### src/logic/dbguart_cfg.svh
// Register offsets, field positions and reset values of the debug UART.
`ifndef DBGUART_CFG_SVH
`define DBGUART_CFG_SVH
`define DU_OFF_CTRL       12'h000
`define DU_OFF_MODE       12'h004
`define DU_OFF_IRQ_EN     12'h008
`define DU_OFF_IRQ_DIS    12'h00c
`define DU_OFF_IRQ_MASK   12'h010
`define DU_OFF_STATUS     12'h014
`define DU_OFF_RX_HOLD    12'h018
`define DU_OFF_TX_HOLD    12'h01c
`define DU_OFF_BAUD       12'h020
`define DU_B_RX_RESET     2
`define DU_B_TX_RESET     3
`define DU_B_RX_EN        4
`define DU_B_RX_DIS       5
`define DU_B_TX_EN        6
`define DU_B_TX_DIS       7
`define DU_B_STA_CLR      8
`define DU_MODE_PAR_LSB   9
`define DU_MODE_CHM_LSB   14
`define DU_SR_RECEIVE_READY_FLAG       0
`define DU_SR_TRANSMIT_READY_FLAG       1
`define DU_SR_RXDONE      3
`define DU_SR_TXDONE      4
`define DU_SR_OVR         5
`define DU_SR_FRM         6
`define DU_SR_CHK         7
`define DU_SR_TXIDLE      9
`define DU_SR_TRANSMIT_BUFFER_EMPTY      11
`define DU_SR_RECEIVE_BUFFER_FULL      12
`define DU_SR_DBGW        30
`define DU_SR_DBGR        31
`define DU_SR_USED        32'hc0001afb
`define DU_MASK_RESET     32'h00000000
`define DU_BAUD_RESET     16'h0000
`define DU_MODE_RESET     3'h0
`endif

### src/logic/dbguart_pkg.sv
// Types shared by the debug UART design files.
`default_nettype none
package dbguart_pkg;
  typedef enum logic [1:0] {
    DU_CH_NORMAL = 2'b00,
    DU_CH_ECHO   = 2'b01,
    DU_CH_LOCAL  = 2'b10,
    DU_CH_REMOTE = 2'b11
  } dbguart_channel_loop_select_e;
  typedef struct packed {
    logic rx_dma_done;
    logic tx_dma_done;
    logic tx_dma_empty;
    logic rx_dma_full;
  } dbguart_dma_s;
  typedef struct packed {
    logic debugger_write_pending;
    logic debugger_read_pending;
  } dbguart_dcc_s;
endpackage
`default_nettype wire

### src/logic/dbguart_top.sv
// Debug UART: APB register file, status flags, test modes, serial engine.
`include "dbguart_cfg.svh"
`timescale 1ns/1ps
`default_nettype none
module dbguart_top (
  input  wire logic                      pclk,      // Master clock.
  input  wire logic                      presetn,   // Async reset, low.
  input  wire logic                      psel,      // APB select.
  input  wire logic                      penable,   // APB enable.
  input  wire logic                      pwrite,    // APB write.
  input  wire logic [11:0]               paddr,     // APB byte address.
  input  wire logic [31:0]               pwdata,    // APB write data.
  output logic [31:0]                    prdata,    // APB read data.
  output logic                           pready,    // APB ready.
  output logic                           pslverr,   // APB error.
  input  wire dbguart_pkg::dbguart_dma_s dma_in,    // DMA channel signals.
  input  wire dbguart_pkg::dbguart_dcc_s dcc_in,    // Debugger signals.
  input  wire logic                      serial_in_pin,  // Receive pin.
  output logic                           serial_out_pin, // Transmit pin.
  output logic                           irq        // Interrupt out.
);
  import dbguart_pkg::*;

  // ==========================================================
  // Declarations
  logic [31:0]     mask_reg;
  logic [31:0]     status;
  logic [2:0]      check_bit_type;
  dbguart_channel_loop_select_e channel_loop_select;
  logic [15:0]     baud_divisor;
  logic            rx_en_reg;
  logic            tx_en_reg;
  logic            receive_ready_flag;
  logic [7:0]      received_character;
  logic            thr_full_reg;
  logic [7:0]      character_to_send;
  logic            overrun_flag;
  logic            framing_flag;
  logic            check_bit_error_flag;
  logic            rx_meta_reg;
  logic            rx_sync_reg;
  logic            tick;
  logic            tx_busy;
  logic            tx_line;
  logic            rx_done;
  logic [7:0]      rx_data;
  logic            rx_frm_err;
  logic            rx_chk_err;
  logic            eng_rx_line;
  logic            eng_rx_abort;
  logic            eng_tx_abort;
  logic            tx_start;
  logic            wr_en;
  logic            rd_en;
  logic            ctrl_wr;
  logic            thr_wr;
  logic            rhr_rd;
  logic            mapped;
  logic            transmit_ready_flag;
  logic            transmitter_idle_flag;

  // ==========================================================
  // APB slave: zero wait state, unmapped addresses give an error.
  assign pready  = 1'b1;
  assign wr_en   = psel && penable && pwrite;
  assign rd_en   = psel && penable && !pwrite;
  assign ctrl_wr = wr_en && (paddr == `DU_OFF_CTRL);
  assign thr_wr  = wr_en && (paddr == `DU_OFF_TX_HOLD);
  assign rhr_rd  = rd_en && (paddr == `DU_OFF_RX_HOLD);

  always_comb
  begin
    if (paddr <= `DU_OFF_BAUD && paddr[1:0] == 2'b00)
      mapped = 1'b1;
    else
      mapped = 1'b0;
  end
  assign pslverr = psel && penable && !mapped;

  // Reads are decoded combinationally from register state and the DMA and debugger status inputs.
  always_comb
  begin
    if (!rd_en)
      prdata = 32'h00000000;
    else if (paddr == `DU_OFF_MODE)
      prdata = {16'h0000, channel_loop_select, 2'b00, check_bit_type,
                9'h000};
    else if (paddr == `DU_OFF_IRQ_MASK)
      prdata = mask_reg;
    else if (paddr == `DU_OFF_STATUS)
      prdata = status;
    else if (paddr == `DU_OFF_RX_HOLD)
      prdata = {24'h000000, received_character};
    else if (paddr == `DU_OFF_BAUD)
      prdata = {16'h0000, baud_divisor};
    else
      prdata = 32'h00000000;
  end

  // ==========================================================
  // Mode and baud registers.
  always_ff @(posedge pclk or negedge presetn)
  begin
    if (!presetn)
    begin
      check_bit_type      <= `DU_MODE_RESET;
      channel_loop_select <= DU_CH_NORMAL;
    end
    else if (wr_en && paddr == `DU_OFF_MODE)
    begin
      check_bit_type      <= pwdata[`DU_MODE_PAR_LSB +: 3];
      channel_loop_select <=
        dbguart_channel_loop_select_e'(pwdata[`DU_MODE_CHM_LSB +: 2]);
    end
  end

  always_ff @(posedge pclk or negedge presetn)
  begin
    if (!presetn)
      baud_divisor <= `DU_BAUD_RESET;
    else if (wr_en && paddr == `DU_OFF_BAUD)
      baud_divisor <= pwdata[15:0];
  end

  // ==========================================================
  // Interrupt mask: set by enable, cleared by disable writes.
  always_ff @(posedge pclk or negedge presetn)
  begin
    if (!presetn)
      mask_reg <= `DU_MASK_RESET;
    else if (wr_en && paddr == `DU_OFF_IRQ_EN)
      mask_reg <= mask_reg | (pwdata & `DU_SR_USED);
    else if (wr_en && paddr == `DU_OFF_IRQ_DIS)
      mask_reg <= mask_reg & ~pwdata;
  end

  assign irq = |(status & mask_reg);

  // ==========================================================
  // Receiver and transmitter enables from the control register.
  always_ff @(posedge pclk or negedge presetn)
  begin
    if (!presetn)
    begin
      rx_en_reg <= 1'b0;
      tx_en_reg <= 1'b0;
    end
    else if (ctrl_wr)
    begin
      if (pwdata[`DU_B_RX_RESET] || pwdata[`DU_B_RX_DIS])
        rx_en_reg <= 1'b0;
      else if (pwdata[`DU_B_RX_EN])
        rx_en_reg <= 1'b1;
      if (pwdata[`DU_B_TX_RESET] || pwdata[`DU_B_TX_DIS])
        tx_en_reg <= 1'b0;
      else if (pwdata[`DU_B_TX_EN])
        tx_en_reg <= 1'b1;
    end
  end

  // ==========================================================
  // Receive pin synchroniser.
  always_ff @(posedge pclk or negedge presetn)
  begin
    if (!presetn)
    begin
      rx_meta_reg <= 1'b1;
      rx_sync_reg <= 1'b1;
    end
    else
    begin
      rx_meta_reg <= serial_in_pin;
      rx_sync_reg <= rx_meta_reg;
    end
  end

  // ==========================================================
  // Test modes steer the engines and the output pin.
  assign eng_rx_line = (channel_loop_select == DU_CH_LOCAL) ? tx_line
                                                            : rx_sync_reg;
  assign eng_rx_abort = !rx_en_reg ||
                        (channel_loop_select == DU_CH_REMOTE);
  assign eng_tx_abort = (ctrl_wr && pwdata[`DU_B_TX_RESET]) ||
                        (channel_loop_select == DU_CH_REMOTE);

  always_comb
  begin
    case (channel_loop_select)
      DU_CH_ECHO:   serial_out_pin = rx_sync_reg;
      DU_CH_LOCAL:  serial_out_pin = 1'b1;
      DU_CH_REMOTE: serial_out_pin = rx_sync_reg;
      default:      serial_out_pin = tx_line;
    endcase
  end

  // ==========================================================
  // Transmit holding register feeds the shifter.
  assign tx_start = thr_full_reg && tx_en_reg && !tx_busy &&
                    (channel_loop_select != DU_CH_REMOTE);

  always_ff @(posedge pclk or negedge presetn)
  begin
    if (!presetn)
    begin
      thr_full_reg      <= 1'b0;
      character_to_send <= 8'h00;
    end
    else if (ctrl_wr && pwdata[`DU_B_TX_RESET])
      thr_full_reg <= 1'b0;
    else if (thr_wr && tx_en_reg)
    begin
      thr_full_reg      <= 1'b1;
      character_to_send <= pwdata[7:0];
    end
    else if (tx_start)
      thr_full_reg <= 1'b0;
  end

  assign transmit_ready_flag   = tx_en_reg && !thr_full_reg;
  assign transmitter_idle_flag = tx_en_reg && !thr_full_reg &&
                                 !tx_busy;

  // ==========================================================
  // Receive holding register and flags; set wins over a read or status clear, but a receiver disable clears receive ready first.
  always_ff @(posedge pclk or negedge presetn)
  begin
    if (!presetn)
    begin
      receive_ready_flag <= 1'b0;
      received_character <= 8'h00;
    end
    else if (!rx_en_reg)
      receive_ready_flag <= 1'b0;
    else if (rx_done)
    begin
      receive_ready_flag <= 1'b1;
      received_character <= rx_data;
    end
    else if (rhr_rd)
      receive_ready_flag <= 1'b0;
  end

  always_ff @(posedge pclk or negedge presetn)
  begin
    if (!presetn)
    begin
      overrun_flag         <= 1'b0;
      framing_flag         <= 1'b0;
      check_bit_error_flag <= 1'b0;
    end
    else
    begin
      if (rx_done && rx_en_reg && receive_ready_flag && !rhr_rd)
        overrun_flag <= 1'b1;
      else if (ctrl_wr && pwdata[`DU_B_STA_CLR])
        overrun_flag <= 1'b0;
      if (rx_done && rx_en_reg && rx_frm_err)
        framing_flag <= 1'b1;
      else if (ctrl_wr && pwdata[`DU_B_STA_CLR])
        framing_flag <= 1'b0;
      if (rx_done && rx_en_reg && rx_chk_err)
        check_bit_error_flag <= 1'b1;
      else if (ctrl_wr && pwdata[`DU_B_STA_CLR])
        check_bit_error_flag <= 1'b0;
    end
  end

  // ==========================================================
  // Status word.
  always_comb
  begin
    status                 = 32'h00000000;
    status[`DU_SR_RECEIVE_READY_FLAG]   = receive_ready_flag;
    status[`DU_SR_TRANSMIT_READY_FLAG]   = transmit_ready_flag;
    status[`DU_SR_RXDONE]  = dma_in.rx_dma_done;
    status[`DU_SR_TXDONE]  = dma_in.tx_dma_done;
    status[`DU_SR_OVR]     = overrun_flag;
    status[`DU_SR_FRM]     = framing_flag;
    status[`DU_SR_CHK]     = check_bit_error_flag;
    status[`DU_SR_TXIDLE]  = transmitter_idle_flag;
    status[`DU_SR_TRANSMIT_BUFFER_EMPTY]  = dma_in.tx_dma_empty;
    status[`DU_SR_RECEIVE_BUFFER_FULL]  = dma_in.rx_dma_full;
    status[`DU_SR_DBGW]    = dcc_in.debugger_write_pending;
    status[`DU_SR_DBGR]    = dcc_in.debugger_read_pending;
  end

  // ==========================================================
  // Engines.
  dbguart_baud u_baud (
    .pclk    (pclk),
    .presetn (presetn),
    .divisor (baud_divisor),
    .tick    (tick)
  );

  dbguart_serial u_serial (
    .pclk       (pclk),
    .presetn    (presetn),
    .tick       (tick),
    .check_type (check_bit_type),
    .tx_start   (tx_start),
    .tx_data    (character_to_send),
    .tx_abort   (eng_tx_abort),
    .tx_busy    (tx_busy),
    .tx_line    (tx_line),
    .rx_line    (eng_rx_line),
    .rx_abort   (eng_rx_abort),
    .rx_done    (rx_done),
    .rx_data    (rx_data),
    .rx_frm_err (rx_frm_err),
    .rx_chk_err (rx_chk_err)
  );

  // ==========================================================
  // Checks.
  a_mask_set: assert property (@(posedge pclk) disable iff (!presetn)
    wr_en && paddr == `DU_OFF_IRQ_EN && pwdata[0] |=> mask_reg[0])
    else $error("enable write did not set mask bit");
  a_mask_clear: assert property (@(posedge pclk) disable iff (!presetn)
    wr_en && paddr == `DU_OFF_IRQ_DIS && pwdata[1] |=> !mask_reg[1])
    else $error("disable write did not clear mask bit");
  a_irq_level: assert property (@(posedge pclk) disable iff (!presetn)
    (mask_reg[`DU_SR_DBGR] && dcc_in.debugger_read_pending) |-> irq)
    else $error("interrupt missing for enabled source");
  a_receive_ready_flag_read: assert property (@(posedge pclk) disable iff (!presetn)
    rhr_rd && !rx_done |=> !receive_ready_flag)
    else $error("receive ready not cleared by read");
  a_err_sticky: assert property (@(posedge pclk) disable iff (!presetn)
    overrun_flag && !(ctrl_wr && pwdata[`DU_B_STA_CLR]) |=> overrun_flag)
    else $error("overrun flag dropped without clear");
  a_err_clear: assert property (@(posedge pclk) disable iff (!presetn)
    ctrl_wr && pwdata[`DU_B_STA_CLR] && !rx_done |=> !framing_flag)
    else $error("framing flag not cleared");
  a_transmit_ready_flag_thr: assert property (@(posedge pclk) disable iff (!presetn)
    thr_wr && tx_en_reg && !eng_tx_abort |=> !transmit_ready_flag)
    else $error("transmit ready high after holding write");
  a_local_pin: assert property (@(posedge pclk) disable iff (!presetn)
    channel_loop_select == DU_CH_LOCAL |-> serial_out_pin)
    else $error("output not idle in local loopback");
  a_idle_off: assert property (@(posedge pclk) disable iff (!presetn)
    !tx_en_reg |-> !status[`DU_SR_TXIDLE] && !status[`DU_SR_TRANSMIT_READY_FLAG])
    else $error("idle or ready high with transmitter disabled");
endmodule
`default_nettype wire

### src/logic/dbguart_baud.sv
// Baud tick generator: one tick per bit sample (16 per bit).
`timescale 1ns/1ps
`default_nettype none
module dbguart_baud (
  input  wire logic        pclk,       // Master clock.
  input  wire logic        presetn,    // Async reset, active low.
  input  wire logic [15:0] divisor,    // Baud divisor.
  output logic             tick        // Sample tick pulse.
);
  logic [15:0] cnt_reg;

  // Divisor 0 stops, 1 ticks each clock, else ticks every divisor clocks
  // so a bit of 16 ticks lasts 16 times the divisor.
  always_ff @(posedge pclk or negedge presetn)
  begin
    if (!presetn)
      cnt_reg <= 16'h0000;
    else if (divisor <= 16'h0001 || cnt_reg >= divisor - 16'h0001)
      cnt_reg <= 16'h0000;
    else
      cnt_reg <= cnt_reg + 16'h0001;
  end

  // A divisor of one gives the master clock itself as the sample clock.
  assign tick = (divisor == 16'h0000) ? 1'b0 :
                (divisor == 16'h0001) ? 1'b1 :
                (cnt_reg >= divisor - 16'h0001);
endmodule
`default_nettype wire

### src/logic/dbguart_serial.sv
// Serial engine: 8 data bits, optional check bit, one stop bit.
`timescale 1ns/1ps
`default_nettype none
module dbguart_serial (
  input  wire logic       pclk,        // Master clock.
  input  wire logic       presetn,     // Async reset, active low.
  input  wire logic       tick,        // Sample tick, 16 per bit.
  input  wire logic [2:0] check_type,  // Check bit type.
  input  wire logic       tx_start,    // Load shifter with tx_data.
  input  wire logic [7:0] tx_data,     // Character to shift out.
  input  wire logic       tx_abort,    // Abort transmission.
  output logic            tx_busy,     // Shifter active.
  output logic            tx_line,     // Transmit line level.
  input  wire logic       rx_line,     // Receive line, synchronised.
  input  wire logic       rx_abort,    // Abort reception.
  output logic            rx_done,     // Character received pulse.
  output logic [7:0]      rx_data,     // Received character.
  output logic            rx_frm_err,  // Framing error with rx_done.
  output logic            rx_chk_err   // Check error with rx_done.
);
  logic [10:0] tsh_reg;
  logic [3:0]  tbit_reg;
  logic [3:0]  tph_reg;
  logic [9:0]  rsh_reg;
  logic [3:0]  rbit_reg;
  logic [3:0]  rph_reg;
  logic        ract_reg;
  logic        use_chk;
  logic [3:0]  nbits;
  logic        tx_chk;
  logic        rx_chk;

  assign use_chk = ~check_type[2];
  assign nbits   = use_chk ? 4'hb : 4'ha;

  function automatic logic chk_bit(input logic [2:0] t,
                                   input logic [7:0] d);
    case (t[1:0])
      2'b00:   chk_bit = ^d;
      2'b01:   chk_bit = ~(^d);
      2'b10:   chk_bit = 1'b0;
      default: chk_bit = 1'b1;
    endcase
  endfunction

  assign tx_chk  = chk_bit(check_type, tx_data);
  assign tx_busy = (tbit_reg != 4'h0);
  assign tx_line = tsh_reg[0];

  always_ff @(posedge pclk or negedge presetn)
  begin
    if (!presetn)
    begin
      tsh_reg  <= 11'h7ff;
      tbit_reg <= 4'h0;
      tph_reg  <= 4'h0;
    end
    else if (tx_abort)
    begin
      tsh_reg  <= 11'h7ff;
      tbit_reg <= 4'h0;
    end
    else if (tx_start && !tx_busy)
    begin
      tsh_reg  <= use_chk ? {1'b1, tx_chk, tx_data, 1'b0}
                          : {2'b11, tx_data, 1'b0};
      tbit_reg <= nbits;
      tph_reg  <= 4'h0;
    end
    else if (tx_busy && tick)
    begin
      tph_reg <= tph_reg + 4'h1;
      if (tph_reg == 4'hf)
      begin
        tsh_reg  <= {1'b1, tsh_reg[10:1]};
        tbit_reg <= tbit_reg - 4'h1;
      end
    end
  end

  // Receiver samples the middle of each bit.
  assign rx_chk = chk_bit(check_type, rsh_reg[8:1]);

  always_ff @(posedge pclk or negedge presetn)
  begin
    if (!presetn)
    begin
      rsh_reg    <= 10'h000;
      rbit_reg   <= 4'h0;
      rph_reg    <= 4'h0;
      ract_reg   <= 1'b0;
      rx_done    <= 1'b0;
      rx_data    <= 8'h00;
      rx_frm_err <= 1'b0;
      rx_chk_err <= 1'b0;
    end
    else
    begin
      rx_done <= 1'b0;
      if (rx_abort)
      begin
        ract_reg <= 1'b0;
      end
      else if (tick)
      begin
        if (!ract_reg)
        begin
          if (!rx_line)
          begin
            ract_reg <= 1'b1;
            rph_reg  <= 4'h1;
            rbit_reg <= 4'h0;
          end
        end
        else
        begin
          rph_reg <= rph_reg + 4'h1;
          if (rph_reg == 4'h7)
          begin
            if (rbit_reg == 4'h0 && rx_line)
            begin
              ract_reg <= 1'b0;
            end
            else if (rbit_reg == nbits - 4'h1)
            begin
              ract_reg   <= 1'b0;
              rx_done    <= 1'b1;
              rx_data    <= rsh_reg[8:1];
              rx_frm_err <= ~rx_line;
              rx_chk_err <= use_chk && (rsh_reg[9] != rx_chk);
            end
            else
            begin
              rsh_reg  <= use_chk ? {rx_line, rsh_reg[9:1]}
                                  : {1'b0, rx_line, rsh_reg[8:1]};
              rbit_reg <= rbit_reg + 4'h1;
            end
          end
        end
      end
    end
  end
endmodule
`default_nettype wire

### config.mk
export PLATFORM = sky130hd
export DESIGN_NAME = dbguart_top
export DESIGN_NICKNAME = d
export VERILOG_FILES = /design/src/logic/dbguart_pkg.sv /design/src/logic/dbguart_top.sv /design/src/logic/dbguart_baud.sv /design/src/logic/dbguart_serial.sv
export VERILOG_INCLUDE_DIRS = /design/src /design/src/logic
export SDC_FILE = /design/constraint.sdc
export NUM_CORES = 1
export LEC_CHECK = 0
export ABC_AREA = 1
export BUFFER_PORTS_ARGS = -buffer_cell sky130_fd_sc_hd__buf_2
export CAP_MARGIN = 10
export CORE_MARGIN = 2
export CORE_UTILIZATION = 55
export CTS_CLUSTER_SIZE = 30
export DETAILED_ROUTE_END_ITERATION = 16
export GPL_ROUTABILITY_DRIVEN = 0
export GPL_TIMING_DRIVEN = 0
export PLACE_DENSITY = 0.87
export REMOVE_ABC_BUFFERS = 1
export SETUP_SLACK_MARGIN = 0.15
export SYNTH_ARGS = -nofsm -noshare
export SYNTH_HDL_FRONTEND = slang
export SYNTH_SLANG_ARGS = --single-unit
### constraint.sdc
create_clock -name pclk -period 4.9 [get_ports pclk]
set_input_delay 0.245 -clock pclk [delete_from_list [all_inputs] [get_ports pclk]]
set_output_delay 0.245 -clock pclk [all_outputs]
set_load 0.05 [all_outputs]
======== Word-level counts from Yosys, hierarchy flattened ========
Index checks and enable logic that the tools add are counted.
operators by class
  reductions and logical operators ........ 71
  $add $sub $neg .......................... 7
  divide/modulo/power cells ............... 0
  shift operators ......................... 0
  multiply operators ...................... 0
  order comparisons ....................... 3
  muxes and demuxes ....................... 63
  equal/unequal tests ..................... 24
  bitwise operators ....................... 13
operators with widths
  kind                                                                               number
  32-bit 2-to-1 mux                                                                  6
  32-bit AND                                                                         2
  4-bit 2-to-1 mux                                                                   13
  12-bit by 5-bit == test with 1-bit output, second input constant                   4
  16-bit 2-to-1 mux                                                                  3
  11-bit 2-to-1 mux                                                                  4
  1-bit 2-to-1 mux                                                                   32
  32-bit NOT                                                                         1
  32-bit bitwise OR                                                                  1
  32-bit OR reduction                                                                1
  1-bit logical AND                                                                  29
  12-bit by 4-bit == test with 1-bit output, second input constant                   2
  10-bit 2-to-1 mux                                                                  2
  6-bit AND reduction                                                                3
  16-bit by 1-bit adder with 16-bit output, second input constant                    1
  16-bit by 1-bit == test with 1-bit output, second input constant                   1
  16-bit greater-or-equal comparator                                                 1
  16-bit by 1-bit less-or-equal comparator with 1-bit output, second input constant  1
  16-bit logical NOT                                                                 1
  2-bit nonzero test                                                                 8
  8-bit parity                                                                       2
  16-bit by 1-bit subtractor with 16-bit output, second input constant               1
  4-bit by 1-bit adder with 4-bit output, second input constant                      3
  12-bit by 3-bit == test with 1-bit output, second input constant                   1
  other kinds (24)                                                                   58
word-level totals
  bits of input ports ..................... 56
  RAM bits ................................ 0
  bits in latches ......................... 0
  bits in read-only memories .............. 0
  memories ................................ 0
  register bits after elaboration ......... 143

======== Depth between registers and ports, before layout ========
  depth in word-level cells ............... 9
  gate-level depth with buffers ........... 23
  gate-level depth less buffers ........... 23

======== Hierarchy ========
From an unflattened synthesis, not the netlist that was laid out.
unflattened totals
  cell total of the unflattened synthesis .. 1117
  area total of the unflattened synthesis .. 8430.6 µm²
modules (own cells, without submodules)
  module          instances  area each (µm²)  cells an instance
  dbguart_top     1          4195.3           557
  dbguart_serial  1          2628.8           345
  dbguart_baud    1          1606.5           215

======== Worst setup path after synthesis ========
OpenSTA, ideal clock, no wires.
  path kind ............................... reg-to-reg
  start point ............................. register baud_divisor[0]
  end point ............................... register u_serial.tbit_reg[3]
  arrival ................................. 2.767 ns
  slack ................................... 2.017 ns
  buffers on the path ..................... 1
  stages on the path, launching flop included .. 23
  required time ........................... 4.783 ns
  cell sequence ........................... dfrtp_1 > inv_1 > ha_1 > inv_1 > nor2_2 > nand2_1 > nor2_1 > nand2_1 > nor2_1 > xor2_1 > inv_1 > ha_1 > nand2_1 > a21oi_1 > nor2_1 > nand2_1 > nor2_2 > nand2_2 > nand4_2 > nand2_4 > buf_6 > nand2_1 > nand2_1
on the way
  cells in the longest elaborated chain, start to end .. 7
  elaborated cells between the ends (all ways) .. 9
  those cells by class .................... add/sub: 1; order compare: 1; eq/ne: 1; mux: 2; reduce/logical: 4
RTL lines
  what                                           RTL line              text
  start, declared                                dbguart_top.sv:30     logic [15:0] baud_divisor;
  start signal, assigned                         dbguart_top.sv:120    baud_divisor <= `DU_BAUD_RESET;
  start signal, assigned                         dbguart_top.sv:122    baud_divisor <= pwdata[15:0];
  16-bit by 1-bit subtractor with 16-bit output  dbguart_baud.sv:27    (cnt_reg >= divisor - 16'h0001);
  16-bit greater-or-equal comparator             dbguart_baud.sv:27
  1-bit 2-to-1 mux                               dbguart_baud.sv:26    (divisor == 16'h0001) ? 1'b1 :
  1-bit 2-to-1 mux *                             dbguart_baud.sv:25    assign tick = (divisor == 16'h0000) ? 1'b0 :
  1-bit logical AND *                            dbguart_serial.sv:70  else if (tx_busy && tick)
  3-bit nonzero test (no line) *                 -
  2-bit AND reduction (no line) *                -
  end signal, assigned                           dbguart_serial.sv:67  tbit_reg <= nbits;
  end signal, assigned                           dbguart_serial.sv:76  tbit_reg <= tbit_reg - 4'h1;
  end, declared                                  dbguart_serial.sv:22  logic [3:0] tbit_reg;
Every way passes the cells marked *; elsewhere a longest branch is shown, timed or not.
A chain may end at the register's enable or synchronous reset.

======== Worst setup path in the final report ========
  start point ............................. register baud_divisor[2]
  end point ............................... register u_serial.rx_data[4]
on the way
  cells in the longest elaborated chain, start to end .. 5
  elaborated cells between the ends (all ways) .. 7
  those cells by class .................... add/sub: 1; order compare: 1; eq/ne: 1; mux: 2; reduce/logical: 2
RTL lines
  what                                           RTL line               text
  16-bit by 1-bit subtractor with 16-bit output  dbguart_baud.sv:27
  16-bit greater-or-equal comparator             dbguart_baud.sv:27
  1-bit 2-to-1 mux                               dbguart_baud.sv:26
  1-bit 2-to-1 mux *                             dbguart_baud.sv:25
  6-bit AND reduction (no line) *                -
  end signal, assigned                           dbguart_serial.sv:128  rx_data <= rsh_reg[8:1];
  end, declared                                  dbguart_serial.sv:17   output logic [7:0] rx_data,
Marked as above.

==> impl_summary.md <==
Run status
The run finished with clean final reports.

STA
The timing-limited maximum frequency is 251 MHz. Setup repair after global routing left no endpoint under its margin. The worst clock skew on the final layout is 0.00914 ns. The post-layout minimum cycle time is 3.98 ns.

The final number of max-transition violations is 0. The number of hold-slack violations in the final timing report was 0. The portion of the clock cycle consumed by the worst path in the final layout is 81.3%. In the final timing run, aggregate negative setup slack is 0 ns.

The actual transition at the worst max-transition pin is 1.08 ns. The worst-case headroom to the max-slew limit is 27.8%. Setup violations remaining at the end of the flow were counted as 0.

Yosys
The library cell occupying the most area in the post-synthesis netlist is sky130_fd_sc_hd__dfrtp_1. The share of synthesized area in the top cell type comes to 40.7%. Counting flops and latches in the post-synthesis netlist gives 141. The cell area that synthesis handed to floorplanning was 7920 um2. The sequential fraction of the synthesis area is 44.7%. The number of instances in the synthesized netlist is 1022. The number of distinct library cell variants in the gate-level netlist after synthesis is 48. The count of warnings emitted by yosys is 0.

Sorting the synthesized cells by area gives the leading types as sky130_fd_sc_hd__dfrtp_1 41%, sky130_fd_sc_hd__nand2_1 12%, sky130_fd_sc_hd__inv_1 7.2%, sky130_fd_sc_hd__o21ai_0 5.6%, sky130_fd_sc_hd__nand3_1 4.1%. The per-instance average area after synthesis is 7.75 um2.

Cells and area
The net total in the final layout is 1206. The number of flip-flops under the largest register name is 20. The finished layout holds 1319 standard cells, fillers aside. The share of layout cells above drive strength 1 is 14.4%. The area added between synthesis and finish is 17.1%. Leaving out fill and tap cells, the most frequent cells in the layout are 245 x sky130_fd_sc_hd__nand2_1, 152 x sky130_fd_sc_hd__inv_1, 129 x sky130_fd_sc_hd__dfrtp_1, 89 x sky130_fd_sc_hd__o21ai_0, 89 x sky130_fd_sc_hd__buf_2. The repair_antennas step left the layout with diodes totalling 0. The commonest non-fill, non-tap cell in the layout is sky130_fd_sc_hd__nand2_1.

Clocking
The H-tree was split into 4 levels. The number of setup buffers added after CTS is 0. After clock tree synthesis, the clock-pin slew on the worst setup and hold paths is 0.06 ns. The root buffer cell is sky130_fd_sc_hd__clkbuf_16. TritonCTS built the clock tree.

The CTS buffer count is 17. The clock insertion delay at the later pin of the skew report is 0.44 ns. No sink is reached through more buffers than the 2 on the longest clock path.

The number of sinks handled by clock tree synthesis is 141.

Placement
The count of buffers added on input and output ports is 90. The placed instance count is 1269. The HPWL after detailed placement is 14500 um.

GRT
The global-route congestion overflow total is 0. The first global-routing pass estimated 33300 um of wire. Entering global routing, the biggest net connects 92 pins. The global-route total usage across every layer is 28.4%. The via count of the first global-routing pass is 7093. The initial antenna violation count came to 0.

Run
The number of maximum-capacitance violations is 0.

Pwr
In this run the power density over the cells is 280 nW/um2. For this design the static power due to leakage is 4.87 nW. The worst-case vdd ir drop is 0.268 mV.

Critical path
The largest fanout on the critical path is 20. The critical path goes through nor2_1 > nand3_1 > nor2_1 > nand2_1 > nor2_1 > nand2_1 > nor3_1 > xor2_1 > inv_1 > ha_1 > nand2_1 > nor3_1 > nand2_1 > nand2_2 > nand3_2 > nor2_1 > nand2_1 > o21ai_1. The type of destination of the critical path is a flop. The delay of the slowest cell on the worst path is 0.83 ns. The critical setup path kind is flop to flop. The register-to-register setup slack is 0.92 ns. The library cell appearing most often on the critical path is sky130_fd_sc_hd__nand2_1.

STA puts the critical path data required time at 5.26 ns. The kind of launch point of the worst setup path is a flop. The highest-delay cell along the critical path is sky130_fd_sc_hd__nor2_1. Data arrives at the worst endpoint at 4.34 ns.

Die
The floorplan die height is 124 um. Pin placement for this block handled 92 I/O pins. The effective utilization at floorplan is 56.6%. The area of the core region is 14000 um2.

The width of the die is 124 um. The overall die area is 15400 um2. Row generation in the floorplan step produced 43 rows.

Detailed routing
The average wire length per cell after detail routing is 16.0 um. The iteration-0 DRC count of the detailed router is 633. The DRC violation count after routing is 0. The residual antenna-violating net count after detailed routing is 0. The total wire length is 21100 um. Before antenna repair, the detailed router went through 6 iterations.

Dividing the detail-routed via count by the number of cells gives 5.67. The via total after detailed routing is 7485.

Worst hold path
The class of the tightest hold or removal check is input pin to flop.
logic make-up (layout without fill, tap and decap cells):
kind of cell / after synthesis / in the layout / synth area share, %
DFF: 141 / 141 / 44.7
adders and majority gates: 24 / 24 / 3.79
AOI/OAI and AO/OA: 172 / 172 / 12.5
and+or+nand+nor: 462 / 462 / 25.5
xor gates and xnor gates: 40 / 40 / 4.42
buffers and inverters: 182 / 299 / 9.06
other: 1 / 1 / 0.0473
through the flow:
stage | worst slack, ns | hold WS [ns] | area, um2 | utilization (%) | power [mW]
floorplan | 1.62 | -0.0506 | 7800 | - | 1.22
global placement | 1.04 | 0.347 | 8470 | 60.6 | 1.28
detailed placement | 0.968 | 0.221 | 8510 | 60.8 | 1.28
CTS | 0.880 | 0.0247 | 9280 | 66.4 | 2.60
global route | 0.479 | 0.000282 | 9280 | 66.4 | 2.67
finish | 0.917 | 0.0149 | 9280 | 66.4 | 2.60
timing repair:
action	in CTS	in global routing
hold endpoints to repair	67	0
hold buffers	18	0
gates resized for setup	0	0
layer usage:
metal  share of wire, %  track usage (%)
met5                  0                0
met4                3.2             13.2
met3                8.7             7.88
met2                 49             47.1
met1                 39             34.6
worst max-delay path, delay by kind of cell, from the launching register on:
| family | cells | cell delay [ns] |
|---|---|---|
| adders and majority gates | 1 | 0.28 |
| AOI/OAI and AO/OA | 1 | 0.12 |
| and+or+nand+nor | 14 | 2.83 |
| buffers and inverters | 1 | 0.05 |
| DFF | 1 | 0.44 |
| xor gates and xnor gates | 1 | 0.17 |
where the power goes:
group	internal [mW]	switching, mW
Sequential	1.17	0.00151
Clock	0.812	0.511
Combinational	0.0365	0.0699
worst paths after layout:
| kind | startpoint | cells after the start | endpoint |
|---|---|---|---|
| worst min register to register | rx_meta_reg | 0 | rx_sync_reg |
| worst min-delay path | pwdata[27] | 2 | mask_reg[27] |
| worst max-delay path | baud_divisor[2] | 18 | u_serial.rx_data[4] |
| worst max register to register | baud_divisor[2] | 18 | u_serial.rx_data[4] |
| min in group asynchronous | presetn | 2 | u_baud.cnt_reg[3] |
| max in group asynchronous | presetn | 3 | u_serial.tsh_reg[2] |
synth_stat cells, drive strengths merged:
master,number
o221ai,10
xnor2,15
o221a,3
nand3,66
inv,157
clkinv,1
dfrtp,129
clkbuf,12
buf,12
nor2,92
a21oi,39
nand2,252
o21ai,100
a41oi,1
or2,3
a221oi,3
o211ai,8
o21a,2
ha,24
nor4,3
a22o,1
dfstp,12
o22ai,3
a21o,1
conb,1
nor3,28
nor3b,5
and3,1
a21boi,1
nand4,11
xor2,25
nand3b,1
final cells by class:
class	count	area (um2)
fillers	1104	4710
well taps	180	225
repair buffers	109	664
inverters	158	593
clock buffers	22	454
flip-flops and latches	141	3540
multi-input cells	699	3660
clock inverters	10	139
No activity file was read; power rests on OpenSTA's default activity.
